`config.mk`:
```
export PLATFORM = sky130hd
export DESIGN_NAME = lcp_top
export DESIGN_NICKNAME = d
export VERILOG_FILES = /design/src/shared/lcp_pkg.sv /design/src/design/lcp_top.sv
export VERILOG_INCLUDE_DIRS = /design/src /design/src/shared
export SDC_FILE = /design/constraint.sdc
export NUM_CORES = 1
export LEC_CHECK = 0
export ABC_CLOCK_PERIOD_IN_PS = 5300
export BUFFER_PORTS_ARGS = -buffer_cell sky130_fd_sc_hd__buf_4
export CORE_MARGIN = 3
export CORE_UTILIZATION = 52
export DETAILED_ROUTE_END_ITERATION = 7
export PLACE_DENSITY = 0.93
export SLEW_MARGIN = 15
export SYNTH_ARGS = -nofsm -noshare
export SYNTH_HDL_FRONTEND = slang
export SYNTH_SLANG_ARGS = --single-unit
```
`constraint.sdc`:
```
create_clock -name clk -period 5.3 [get_ports clk]
set_clock_uncertainty 0.05 [all_clocks]
set_input_delay 1.06 -clock clk [delete_from_list [all_inputs] [get_ports clk]]
set_output_delay 1.06 -clock clk [all_outputs]
set_load 0.05 [all_outputs]
```
`src/shared/lcp_params.svh`:
```
// Constants for the network command port and event status front end.
// Assumes inclusion by bare name from the package and the top module.
`ifndef LCP_PARAMS_SVH
`define LCP_PARAMS_SVH
// In-band control codes and line terminators on the command ports
`define LCP_CODE_CLOSE 8'h01
`define LCP_CODE_TRIG 8'h02
`define LCP_CODE_CLEAR 8'h03
`define LCP_CODE_ENQ 8'h05
`define LCP_CODE_LF 8'h0A
`define LCP_CODE_CR 8'h0D
`define LCP_CODE_LOCK 8'h12
`define LCP_CODE_UNLOCK 8'h14
// Port indices of the three command ports, and the no-owner lock value
`define LCP_PORT_TELNET 2'h0
`define LCP_PORT_RAW 2'h1
`define LCP_PORT_VXI 2'h2
`define LCP_OWNER_NONE 2'h3
// Network port numbers
`define LCP_NUM_VXI_LISTEN 16'h0400
// Event register layout and reset value
`define LCP_BIT_PON 7
`define LCP_BIT_CME 5
`define LCP_BIT_EXE 4
`define LCP_BIT_DDE 3
`define LCP_BIT_QUE 2
`define LCP_BIT_OPC 0
`define LCP_EVT_USED 8'hBD
`define LCP_ESE_RESET 8'h00
// Error code ranges
`define LCP_ERR_100 10'h064
`define LCP_ERR_200 10'h0C8
`define LCP_ERR_300 10'h12C
`define LCP_ERR_400 10'h190
`define LCP_ERR_500 10'h1F4
// Discovery procedure and trigger domain
`define LCP_RPC_GETPORT 8'h03
`define LCP_TRIG_DOMAIN 8'h01
// Trigger deadline, microseconds, and clock rate in MHz
`define LCP_TRIG_DEADLINE_US 2500
`define LCP_CLK_MHZ 200
`endif

```
`src/shared/lcp_pkg.sv`:
```
// Types shared by the command port front end and its bench.
// Assumes lcp_params.svh sits in the include path.
package lcp_pkg;
	`include "lcp_params.svh"
	// One received or echoed character
	typedef struct packed {
		logic valid;
		logic [7:0] data;
	} lcp_char_t;
	// Canned answers on a command port
	typedef enum logic [2:0] {
		RSP_NONE = 3'b000,
		RSP_TRIG_ACK = 3'b001,
		RSP_CLEAR_ACK = 3'b010,
		RSP_DESCR = 3'b011,
		RSP_DENIED = 3'b100,
		RSP_GRANTED = 3'b101,
		RSP_PROMPT = 3'b110
	} lcp_rsp_t;
	// Status commands and queries
	typedef enum logic [2:0] {
		ST_ESE_WR = 3'b000,
		ST_ESE_RD = 3'b001,
		ST_ESR_RD = 3'b010,
		ST_CLS = 3'b011,
		ST_OPC = 3'b100
	} lcp_st_op_t;
	typedef struct packed {
		logic valid;
		lcp_st_op_t op;
		logic [7:0] data;
	} lcp_st_cmd_t;
endpackage : lcp_pkg

```
`src/design/lcp_top.sv`:
```
// Network command port front end: control codes, port lock, connection limits,
// network triggers, discovery answers and the standard event status registers.
// Assumes a network stack on the same clock that delivers decoded characters and events.
`timescale 1ns/1ps
`include "lcp_params.svh"

// What this block does
// - Web port accepts at most eight connections, refuses any more.
// - CR or LF ends a command line on telnet and raw ports, starting parse.
// - Raw port never echoes characters and never sends a prompt.
// - 0x01 closes, 0x02 triggers with acknowledge, 0x03 device-clears with acknowledge.
// - 0x05 answers with the user description string.
// - 0x12 grants exclusive lock if other two ports unused; 0x14 unlocks.
// - Lock request answered with denied or granted message.
// - VXI-11 listening port always open; at most two VXI-11 connections.
// - Each VXI-11 session gets two further assigned ports on open.
// - VXI-11 client takes lock first; other VXI-11 sessions then denied control.
// - Trigger port accepts multicast or TCP trigger events.
// - Only trigger domain 1 with the fixed name is recognised.
// - Armed trigger changes output within 2.5 ms of the request.
// - Discovery port answers UDP broadcast, only the GETPORT procedure.
// - Discovery over TCP also supports only GETPORT.
// - Clear status zeroes event, operation, questionable, status byte, error queue; masks kept.
// - Enable mask written as 0 to 255, zero after reset.
// - Event summary bit set when status AND mask is nonzero.
// - Shared layout: bits 7,5,4,3,2,0 used; bits 6 and 1 unused.
// - Enable mask query returns stored mask unchanged.
// - Event status query returns contents then clears it.
// - Error ranges 100,200,300,400 set bits 5,4,3,2 respectively.
// - After operation complete command, bit 0 set once pending work ends.
module lcp_top #(
	parameter int WEB_MAX = 8,
	parameter int VXI_MAX = 2,
	parameter logic [15:0] VXI_PORT_BASE = 16'h0800,
	parameter logic [31:0] FIXED_TRIGGER_NAME = 32'h4C414E30,
	parameter logic [31:0] CORE_PROG = 32'h00000001, // arbitrary program number
	parameter int TRIG_DEADLINE_CYC = int'(`LCP_TRIG_DEADLINE_US * 1000.0 * `LCP_CLK_MHZ) / 1000
) (
	input wire logic clk,
	input wire logic rstn,
	input wire lcp_pkg::lcp_char_t [2:0] rx_char,
	input wire logic [2:0] conn_open,
	input wire logic [2:0] conn_close,
	input wire logic vxi_sess,
	output lcp_pkg::lcp_char_t [2:0] echo_char,
	output lcp_pkg::lcp_char_t [2:0] parse_char,
	output logic [2:0] line_end,
	output lcp_pkg::lcp_rsp_t [2:0] rsp_code,
	output logic [2:0] drop_conn,
	output logic [1:0] lock_owner,
	output logic [2:0] ctl_ok,
	output logic dev_clear,
	input wire logic web_open,
	input wire logic web_close,
	output logic web_accept,
	output logic web_refuse,
	input wire logic vxi_open,
	input wire logic vxi_close,
	input wire logic vxi_close_sess,
	output logic vxi_listen,
	output logic vxi_accept,
	output logic vxi_refuse,
	output logic vxi_new_sess,
	output logic [15:0] vxi_core_port,
	output logic [15:0] vxi_async_port,
	input wire logic trg_valid,
	input wire logic trg_tcp,
	input wire logic [7:0] trg_domain,
	input wire logic [31:0] trg_name,
	input wire logic trg_armed,
	input wire logic out_ready,
	output logic trig_fire,
	input wire logic rpc_valid,
	input wire logic rpc_tcp,
	input wire logic [7:0] rpc_proc,
	input wire logic [31:0] rpc_prog,
	output logic rpc_done,
	output logic rpc_ok,
	output logic rpc_tcp_ans,
	output logic [15:0] rpc_port,
	input wire lcp_pkg::lcp_st_cmd_t st_cmd,
	input wire logic err_valid,
	input wire logic [9:0] err_code,
	input wire logic ops_busy,
	output logic st_rsp_valid,
	output logic [7:0] st_rsp_data,
	output logic event_summary_bit,
	output logic cls_pulse
);

	initial begin
		if (WEB_MAX < 1 || WEB_MAX > 15) $error("WEB_MAX out of range");
		if (VXI_MAX != 2) $error("VXI_MAX must be two, one slot per session id");
		if (TRIG_DEADLINE_CYC < 1) $error("TRIG_DEADLINE_CYC must be positive");
	end

	////////////////////////////////////////////////////////////////////////////
	// Control code decode and port lock

	// True when a character terminates a command line
	function automatic logic is_term(input logic [7:0] c);
		return c == `LCP_CODE_CR || c == `LCP_CODE_LF;
	endfunction : is_term

	// True when a character is an in-band control code
	function automatic logic is_ctl(input logic [7:0] c);
		return c == `LCP_CODE_CLOSE || c == `LCP_CODE_TRIG || c == `LCP_CODE_CLEAR ||
			c == `LCP_CODE_ENQ || c == `LCP_CODE_LOCK || c == `LCP_CODE_UNLOCK;
	endfunction : is_ctl

	logic [2:0] open_r;
	logic [1:0] lock_vxi_r; // Session id of the VXI holder
	logic [2:0] lock_req;
	logic [2:0] lock_free;
	logic [2:0] rel_req;

	// Request and release conditions per port
	always_comb begin
		for (int p = 0; p < 3; p++) begin
			lock_req[p] = rx_char[p].valid && rx_char[p].data == `LCP_CODE_LOCK;
			lock_free[p] = 1'b1;
			for (int q = 0; q < 3; q++) begin
				if (q != p && open_r[q]) lock_free[p] = 1'b0;
			end
			if (lock_owner != `LCP_OWNER_NONE && lock_owner != 2'(p)) lock_free[p] = 1'b0;
			rel_req[p] = lock_owner == 2'(p) && (conn_close[p] || drop_conn[p] ||
				(rx_char[p].valid && rx_char[p].data == `LCP_CODE_UNLOCK));
		end
	end

	// Connection open flags of the three command ports
	always_ff @(posedge clk) begin
		if (!rstn) begin
			open_r <= 3'h0;
		end else begin
			open_r <= (open_r | conn_open) & ~conn_close & ~drop_conn;
		end
	end

	// Lock owner; lowest port wins if two ask in one cycle
	always_ff @(posedge clk) begin
		if (!rstn) begin
			lock_owner <= `LCP_OWNER_NONE;
			lock_vxi_r <= 2'h0;
		end else if (|rel_req) begin
			lock_owner <= `LCP_OWNER_NONE;
		end else if (lock_owner == `LCP_OWNER_NONE) begin
			for (int p = 2; p >= 0; p--) begin
				if (lock_req[p] && lock_free[p]) begin
					lock_owner <= 2'(p);
					lock_vxi_r <= {1'b0, vxi_sess};
				end
			end
		end
	end

	// Control access: unlocked means everyone; VXI holder excludes the other session
	always_ff @(posedge clk) begin
		if (!rstn) begin
			ctl_ok <= 3'h0;
		end else begin
			for (int p = 0; p < 3; p++) begin
				ctl_ok[p] <= lock_owner == `LCP_OWNER_NONE || lock_owner == 2'(p);
			end
			if (lock_owner == `LCP_PORT_VXI && vxi_sess != lock_vxi_r[0]) ctl_ok[2] <= 1'b0;
		end
	end

	////////////////////////////////////////////////////////////////////////////
	// Per-port character handling

	// Echo, parse forwarding, line ends, answers and drops
	always_ff @(posedge clk) begin
		if (!rstn) begin
			echo_char <= '0;
			parse_char <= '0;
			line_end <= 3'h0;
			rsp_code <= {3{lcp_pkg::RSP_NONE}};
			drop_conn <= 3'h0;
		end else begin
			for (int p = 0; p < 3; p++) begin
				echo_char[p] <= '0;
				parse_char[p] <= '0;
				line_end[p] <= 1'b0;
				rsp_code[p] <= lcp_pkg::RSP_NONE;
				drop_conn[p] <= 1'b0;
				if (rx_char[p].valid) begin
					unique case (rx_char[p].data)
						`LCP_CODE_CLOSE: drop_conn[p] <= 1'b1;
						`LCP_CODE_TRIG: rsp_code[p] <= lcp_pkg::RSP_TRIG_ACK;
						`LCP_CODE_CLEAR: rsp_code[p] <= lcp_pkg::RSP_CLEAR_ACK;
						`LCP_CODE_ENQ: rsp_code[p] <= lcp_pkg::RSP_DESCR;
						`LCP_CODE_LOCK: begin
							rsp_code[p] <= (lock_free[p] && lock_owner == `LCP_OWNER_NONE && !(|rel_req))
								? lcp_pkg::RSP_GRANTED : lcp_pkg::RSP_DENIED;
						end
						default: begin
							if (is_term(rx_char[p].data)) begin
								line_end[p] <= 1'b1;
								if (2'(p) == `LCP_PORT_TELNET) rsp_code[p] <= lcp_pkg::RSP_PROMPT;
							end else if (!is_ctl(rx_char[p].data)) begin
								parse_char[p] <= rx_char[p];
							end
							// Only telnet echoes; raw stays silent even behind a telnet client
							if (2'(p) == `LCP_PORT_TELNET && !is_term(rx_char[p].data)) begin
								echo_char[p] <= rx_char[p];
							end
						end
					endcase
				end
			end
		end
	end

	// Trigger and device clear pulses shared by all command ports
	logic [2:0] code_trig;
	logic [2:0] code_clear;
	always_comb begin
		for (int p = 0; p < 3; p++) begin
			code_trig[p] = rx_char[p].valid && rx_char[p].data == `LCP_CODE_TRIG;
			code_clear[p] = rx_char[p].valid && rx_char[p].data == `LCP_CODE_CLEAR;
		end
	end

	always_ff @(posedge clk) begin
		if (!rstn) begin
			dev_clear <= 1'b0;
		end else begin
			dev_clear <= |code_clear;
		end
	end

	////////////////////////////////////////////////////////////////////////////
	// Web and VXI-11 connection limits

	logic [3:0] web_cnt_r;
	logic [1:0] vxi_slot_r;

	// Web connection count, refusing beyond the limit
	always_ff @(posedge clk) begin
		if (!rstn) begin
			web_cnt_r <= 4'h0;
			web_accept <= 1'b0;
			web_refuse <= 1'b0;
		end else begin
			web_accept <= web_open && web_cnt_r < 4'(WEB_MAX);
			web_refuse <= web_open && web_cnt_r >= 4'(WEB_MAX);
			if (web_open && web_cnt_r < 4'(WEB_MAX) && !(web_close && web_cnt_r != 4'h0)) begin
				web_cnt_r <= web_cnt_r + 4'h1;
			end else if (web_close && web_cnt_r != 4'h0 && !(web_open && web_cnt_r < 4'(WEB_MAX))) begin
				web_cnt_r <= web_cnt_r - 4'h1;
			end
		end
	end

	// VXI-11 slots; each opened session gets two ports of its own
	always_ff @(posedge clk) begin
		if (!rstn) begin
			vxi_slot_r <= 2'h0;
			vxi_listen <= 1'b0;
			vxi_accept <= 1'b0;
			vxi_refuse <= 1'b0;
			vxi_new_sess <= 1'b0;
			vxi_core_port <= 16'h0000;
			vxi_async_port <= 16'h0000;
		end else begin
			vxi_listen <= 1'b1;
			vxi_accept <= 1'b0;
			vxi_refuse <= 1'b0;
			if (vxi_close) vxi_slot_r[vxi_close_sess] <= 1'b0;
			if (vxi_open) begin
				if (!vxi_slot_r[0] || !vxi_slot_r[1]) begin
					vxi_accept <= 1'b1;
					vxi_new_sess <= vxi_slot_r[0];
					vxi_slot_r[vxi_slot_r[0]] <= 1'b1;
					vxi_core_port <= VXI_PORT_BASE + {14'h0000, vxi_slot_r[0], 1'b0};
					vxi_async_port <= VXI_PORT_BASE + {14'h0000, vxi_slot_r[0], 1'b1};
				end else begin
					vxi_refuse <= 1'b1;
				end
			end
		end
	end

	////////////////////////////////////////////////////////////////////////////
	// Network trigger

	logic trig_pend_r;
	logic [31:0] trig_wait_r;
	logic trig_match;

	// Domain and name filter, either transport
	assign trig_match = trg_valid && (trg_tcp || !trg_tcp) && trg_domain == `LCP_TRIG_DOMAIN &&
		trg_name == FIXED_TRIGGER_NAME;

	// Waits for the output stage, but forces the change before the deadline
	always_ff @(posedge clk) begin
		if (!rstn) begin
			trig_pend_r <= 1'b0;
			trig_wait_r <= 32'h0;
			trig_fire <= 1'b0;
		end else begin
			trig_fire <= 1'b0;
			if (trig_pend_r) begin
				trig_wait_r <= trig_wait_r + 32'h1;
				if (out_ready || trig_wait_r >= 32'(TRIG_DEADLINE_CYC - 2)) begin
					trig_fire <= 1'b1;
					trig_pend_r <= 1'b0;
				end
			end else if ((trig_match && trg_armed) || |code_trig) begin
				trig_pend_r <= 1'b1;
				trig_wait_r <= 32'h0;
			end
		end
	end

	////////////////////////////////////////////////////////////////////////////
	// Discovery answers

	// Only GETPORT is served, over UDP broadcast or TCP alike
	always_ff @(posedge clk) begin
		if (!rstn) begin
			rpc_done <= 1'b0;
			rpc_ok <= 1'b0;
			rpc_tcp_ans <= 1'b0;
			rpc_port <= 16'h0000;
		end else begin
			rpc_done <= rpc_valid;
			if (rpc_valid) begin
				rpc_tcp_ans <= rpc_tcp;
				rpc_ok <= rpc_proc == `LCP_RPC_GETPORT;
				rpc_port <= (rpc_proc == `LCP_RPC_GETPORT && rpc_prog == CORE_PROG) ? `LCP_NUM_VXI_LISTEN : 16'h0000;
			end
		end
	end

	////////////////////////////////////////////////////////////////////////////
	// Standard event status and enable

	logic [7:0] esr_r;
	logic [7:0] ese_r;
	logic opc_wait_r;
	logic pon_done_r;
	logic [7:0] err_set;

	// Error code range to event bit
	always_comb begin
		err_set = 8'h00;
		if (err_valid) begin
			if (err_code >= `LCP_ERR_100 && err_code < `LCP_ERR_200) err_set[`LCP_BIT_CME] = 1'b1;
			if (err_code >= `LCP_ERR_200 && err_code < `LCP_ERR_300) err_set[`LCP_BIT_EXE] = 1'b1;
			if (err_code >= `LCP_ERR_300 && err_code < `LCP_ERR_400) err_set[`LCP_BIT_DDE] = 1'b1;
			if (err_code >= `LCP_ERR_400 && err_code < `LCP_ERR_500) err_set[`LCP_BIT_QUE] = 1'b1;
		end
		if (opc_wait_r && !ops_busy) err_set[`LCP_BIT_OPC] = 1'b1;
		if (!pon_done_r) err_set[`LCP_BIT_PON] = 1'b1;
	end

	// Operation complete waits in the background; later commands run on
	always_ff @(posedge clk) begin
		if (!rstn) begin
			opc_wait_r <= 1'b0;
			pon_done_r <= 1'b0;
		end else begin
			pon_done_r <= 1'b1;
			if (st_cmd.valid && st_cmd.op == lcp_pkg::ST_OPC) begin
				opc_wait_r <= 1'b1;
			end else if (!ops_busy || (st_cmd.valid && st_cmd.op == lcp_pkg::ST_CLS)) begin
				opc_wait_r <= 1'b0;
			end
		end
	end

	// Event latch; a new event in the clearing cycle survives the clear
	always_ff @(posedge clk) begin
		if (!rstn) begin
			esr_r <= 8'h00;
		end else if (st_cmd.valid && (st_cmd.op == lcp_pkg::ST_CLS || st_cmd.op == lcp_pkg::ST_ESR_RD)) begin
			esr_r <= err_set & `LCP_EVT_USED;
		end else begin
			esr_r <= (esr_r | err_set) & `LCP_EVT_USED;
		end
	end

	// Enable mask; clear status leaves it alone
	always_ff @(posedge clk) begin
		if (!rstn) begin
			ese_r <= `LCP_ESE_RESET;
		end else if (st_cmd.valid && st_cmd.op == lcp_pkg::ST_ESE_WR) begin
			ese_r <= st_cmd.data & `LCP_EVT_USED;
		end
	end

	// Query answers, summary bit and clear-status pulse to the other status sets
	always_ff @(posedge clk) begin
		if (!rstn) begin
			st_rsp_valid <= 1'b0;
			st_rsp_data <= 8'h00;
			event_summary_bit <= 1'b0;
			cls_pulse <= 1'b0;
		end else begin
			st_rsp_valid <= st_cmd.valid && (st_cmd.op == lcp_pkg::ST_ESE_RD || st_cmd.op == lcp_pkg::ST_ESR_RD);
			if (st_cmd.valid && st_cmd.op == lcp_pkg::ST_ESE_RD) st_rsp_data <= ese_r;
			if (st_cmd.valid && st_cmd.op == lcp_pkg::ST_ESR_RD) st_rsp_data <= esr_r;
			event_summary_bit <= |(esr_r & ese_r);
			cls_pulse <= st_cmd.valid && st_cmd.op == lcp_pkg::ST_CLS;
		end
	end

endmodule : lcp_top

```
-- Yosys cells after proc, flatten, opt, wreduce, memory -nomap -nowiden
Cells that the tools add are included.
- register bits: 202
- logic and storage cells: 310
- output and inout bits: 144
- bits of input ports: 151
- multiplexer cells: 63
- add/subtract/negate cells: 5
- reduce and logical (&&, ||, !) cells: 122
- eq/ne operators: 39
- bitwise operators: 15
- order comparisons: 15
- operator list (cell ; number):
    32-bit 2-to-1 mux ; 2
    8-bit by 2-bit == test with 1-bit output, second input constant ; 7
    1-bit logical AND ; 51
    8-bit by 4-bit == test with 1-bit output, second input constant ; 6
    8-bit by 5-bit == test with 1-bit output, second input constant ; 6
    1-bit 2-to-1 mux ; 37
    9-bit 2-to-1 mux ; 4
    1-bit logical OR ; 33
    32-bit by 1-bit adder with 32-bit output, second input constant ; 1
    32-bit by 1-bit == test with 1-bit output, second input constant ; 1
    32-bit by 31-bit == test with 1-bit output, second input constant ; 1
    8-bit by 1-bit == test with 1-bit output, second input constant ; 4
    32-bit by 19-bit greater-or-equal comparator with 1-bit output, second input constant ; 1
    8-bit OR reduction ; 4
    10-bit by 9-bit < comparator with 1-bit output, second input constant ; 3
    9-bit OR reduction ; 3
    12-bit by 2-bit adder with 13-bit output, first input constant ; 2
    8-bit by 3-bit == test with 1-bit output, second input constant ; 3
    8-bit 2-to-1 mux ; 3
    3-bit case mux with 4 select lines ; 2
    7-bit OR reduction ; 3
    10-bit by 9-bit greater-or-equal comparator with 1-bit output, second input constant ; 2
    3-bit case mux with 5 select lines ; 1
    2-bit 2-to-1 mux ; 7
    41 further kinds ; 72

-- Depth between registers and ports, before layout
- depth after elaboration: 11
- depth in mapped cells: 9
- gate-level depth less buffers: 9

-- Worst setup path after synthesis
OpenSTA, ideal clock, no wires.
- path kind: input-to-reg
- start: in trg_name[12]
- end: reg trig_wait_r[29]
- data arrival time: 2.613 ns
- required time: 5.128 ns
- buffers on the path: 1
- setup slack: 2.515 ns
- cell stages on the path: 6
- setup time: 0.122 ns
- path through: nor4b_1 nand3_1 or4_4 and2_1 buf_6 a311o_1
- word-level cells in the longest chain between the ends: 5
- ends and longest elaborated chain (element ; line ; source):
    start, declared ; lcp_top.sv:69 ; input wire logic [31:0] trg_name,
    32-bit by 31-bit == test with 1-bit output ; lcp_top.sv:294 ; trg_name == FIXED_TRIGGER_NAME;
    1-bit logical AND ; lcp_top.sv:293 ; assign trig_match = trg_valid && (trg_tcp || !trg_tcp) && trg_domain == `LCP_TRIG_DOMAIN &&
    1-bit logical AND ; lcp_top.sv:310 ; end else if ((trig_match && trg_armed) || |code_trig) begin
    1-bit logical OR ; lcp_top.sv:310 ;
    2-bit nonzero test (no source line) ; -- ;
    end signal, assigned ; lcp_top.sv:305 ; trig_wait_r <= trig_wait_r + 32'h1;
    end, declared ; lcp_top.sv:289 ; logic [31:0] trig_wait_r;
Every way passes these cells.
A chain may end at the register's enable or synchronous reset.

-- Worst setup path after layout
- start: in rx_char[21] (netlist bit)
- end: reg trig_wait_r[31]
- word-level cells in the longest chain between the ends: 5
- ends and longest elaborated chain (element ; line ; source):
    start, declared ; lcp_top.sv:41 ; input wire lcp_pkg::lcp_char_t [2:0] rx_char,
    8-bit by 2-bit == test with 1-bit output ; -- ;
    1-bit logical AND (no source line) ; -- ;
    3-bit OR reduction ; lcp_top.sv:310 ;
    1-bit logical OR ; lcp_top.sv:310 ;
    2-bit nonzero test (no source line) ; -- ;
Every way passes these cells.

==> impl_metrics.json <==
{
  "status": "completed",
  "cp_num_buf_inv": 1,
  "drt_iter0_drc": 519,
  "cts_tree": "built",
  "root_buffer": "clkbuf_16",
  "num_rows": 40,
  "rsz0062_at_grt": "no",
  "grt_usage": 0.260,
  "yosys.area.top_type_share": 0.398,
  "rrSetupSlack_ns": 2.97,
  "netlist_top_cells_area": "dfxtp_1 (40%), buf_4 (7.3%), and2_1 (3.1%), nor2_1 (2.9%), nor4_1 (2.7%)",
  "post-dp-hpwl_um": 13900,
  "grt_pass1_vias": 6103,
  "num-nets-final": 1128,
  "finalCritPeriodShare": 0.549,
  "max_freq_mhz": 344,
  "crit_arrival_ns": 3.15,
  "leakage_nw": 3.72,
  "max_stage_delay_ns": 0.56,
  "wl_um": 19200,
  "clkLatencyLatePin_ns": 0.42,
  "hp-class": "register to register",
  "yosysUniqueCellTypes": 88,
  "synth_edf_count": 0,
  "peakVddDrop_mv": 0.250,
  "maxSlewViolCount": 0,
  "synth_seq_cells": 134,
  "nFillCells": 943,
  "drc": 0,
  "clock_sinks": 134,
  "path_delay_family": "simple AND/OR/NAND/NOR gates",
  "setup_tns_ns": 0,
  "final_cell_count_no_fill": 1148,
  "core_mm2": 0.0124,
  "synthCells": 757,
  "numCtsBuffers": 17,
  "cts.hold.buffers_added": 0,
  "synth_commonest_cells": "dfxtp_1 (134), buf_4 (66), nor2_1 (53)",
  "drv_cap": 0,
  "antenna_cells": 0,
  "drive_gt1_frac": 0.290,
  "dp.cells": 1116,
  "hold_violations": 0,
  "synth_most_common_cell": "dfxtp_1",
  "crit_path_end_kind": "register",
  "multi_input_area_mm2": 0.00352,
  "cts.htree.levels": 4,
  "ff_latch_area_mm2": 0.00268,
  "clockBufferDepth": 2,
  "p_total_w": 0.00280,
  "cp_slowest_cell": "or4_4",
  "seq_area_frac_synth": 0.398,
  "cp_cell_sequence": "buf_4 -> or4_4 -> nor4_1 -> a311oi_1 -> and2_1 -> a311o_1",
  "netlist_area_mm2": 0.00675,
  "tightest_slew_ns": 0.789,
  "die_h_um": 120,
  "port_buffers": 227,
  "path_class": "input port to register",
  "dr.pass1.iters": 5,
  "min_period_ns": 2.91,
  "grt_pass1_wl_um": 30400,
  "synth_flop_cell": "dfxtp_1",
  "die_width_um": 120,
  "synthArstFlopShare": 0,
  "syn2layout_area_growth_pct": 30.9,
  "pin_count": 295,
  "vias_per_cell": 5.58,
  "relSlewSlack": 0.470,
  "finalWeightedCongestion": 0.904,
  "critPathMaxFanout": 10,
  "postCtsSetupBuffers": 0,
  "crit_required_ns": 5.54,
  "final_antenna_net_count": 0,
  "synth_area_per_cell_um2": 8.91,
  "cellPowerDensity_mw_per_mm2": 317,
  "vias": 6404,
  "yosysWarningCount": 0,
  "grt_overflow_total": 0,
  "wl_per_cell_um": 16.7,
  "setup_viol": 0,
  "clk_pin_slew_ns": 0.06,
  "yosysTopAreaCell": "dfxtp_1",
  "antenna_found_initial": 0,
  "dieArea_mm2": 0.0144,
  "initial_core_util": 0.546,
  "grt_max_degree": 43,
  "startpoint_type": "input port",
  "cts_resized": 0
}
-- routing by layer --
metal  routed length, µm  GRT usage  vias up
li1                    -          -     3087
met3                1340     0.0716       35
met2                9750      0.436      264
met5                   0          0        -
met1                7680      0.319     3018
met4                 382     0.0938        0
-- cells by family (layout without fill, tap and decap cells) --
kind of cell,Yosys count,count (layout),share of synthesized area
AOI/OAI and AO/OA,151,151,0.163
other,1,62,0.000556
xor gates and xnor gates,7,7,0.00909
adders and majority gates,10,10,0.0197
buffers and inverters,119,281,0.114
muxes,17,17,0.0256
DFF,134,134,0.398
and+or+nand+nor,318,318,0.271
-- metrics by stage --
| stage | hold slack, ns | utilization | worst slack (ns) | instance area (µm²) |
|---|---|---|---|---|
| final | 0.389 | 0.715 | 2.39 | 8830 |
| after global routing | 0.409 | 0.715 | 2.39 | 8830 |
| after CTS | 0.386 | 0.715 | 2.44 | 8830 |
| after detailed placement | 0.377 | 0.665 | 2.03 | 8220 |
| after global placement | 0.375 | 0.665 | 2.04 | 8220 |
| after floorplan | 0.388 | - | 2.52 | 6980 |
-- state kept, by name, indices dropped and copies added, names as in the netlist, 3 cells and up --
name and cells:
rsp_code 9, open_r 3, ctl_ok 3, line_end 3, echo_char 9, esr_r 6
drop_conn 3, trig_wait_r 32, parse_char 27, st_rsp_data 6, ese_r 6, web_cnt_r 4
-- final cells by class --
class                   instances  area share
inverters                      18     0.00765
flip-flops and latches        134       0.304
repair buffers                231       0.196
multi-input cells             565       0.399
clock inverters                11      0.0167
clock buffers                  21      0.0533
well taps                     168      0.0238
-- where the power goes --
group,internal [W],switching [W]
sequential,0.00105,0.0000266
clock,0.000778,0.000447
combinational,0.000178,0.000323
total,0.00200,0.000797
-- placed cells by master (no fill, tap or decap), types with 5 or more instances in the layout --
| master | synthesis | layout |
|---|---|---|
| buf_4 | 66 | 231 |
| dfxtp_1 | 134 | 134 |
| conb_1 | 1 | 62 |
| nor2_1 | 53 | 53 |
| nand2_1 | 47 | 47 |
| and2_1 | 33 | 33 |
| nor4_1 | 29 | 29 |
| a21oi_1 | 29 | 29 |
| nand3_1 | 28 | 28 |
| o21ai_0 | 27 | 27 |
| nor3_1 | 25 | 25 |
| inv_1 | 17 | 17 |
| a311oi_1 | 17 | 17 |
| clkbuf_16 | 0 | 17 |
| nand2b_1 | 16 | 16 |
| mux2i_1 | 15 | 15 |
| or3_1 | 13 | 13 |
| nand4_1 | 11 | 11 |
| a31oi_1 | 11 | 11 |
| and3_1 | 9 | 9 |
| ha_1 | 9 | 9 |
| nor2b_1 | 7 | 7 |
| nor4b_1 | 6 | 6 |
| a211oi_1 | 6 | 6 |
| or4_4 | 5 | 5 |
| and4_1 | 5 | 5 |
| a31o_1 | 5 | 5 |
-- final timing paths --
check,from,end,depth (start not counted)
worst max register to register,web_cnt_r[1]$_SDFFE_PN0P_,web_cnt_r[3]$_SDFFE_PN0P_,9
worst min-delay path,pon_done_r$_DFF_P_,esr_r[7]$_SDFF_PN0_,1
worst min register to register,pon_done_r$_DFF_P_,esr_r[7]$_SDFF_PN0_,1
worst max-delay path,rx_char[21],trig_wait_r[31]$_SDFFE_PN0P_,6
(Power assumes the default switching activity.)
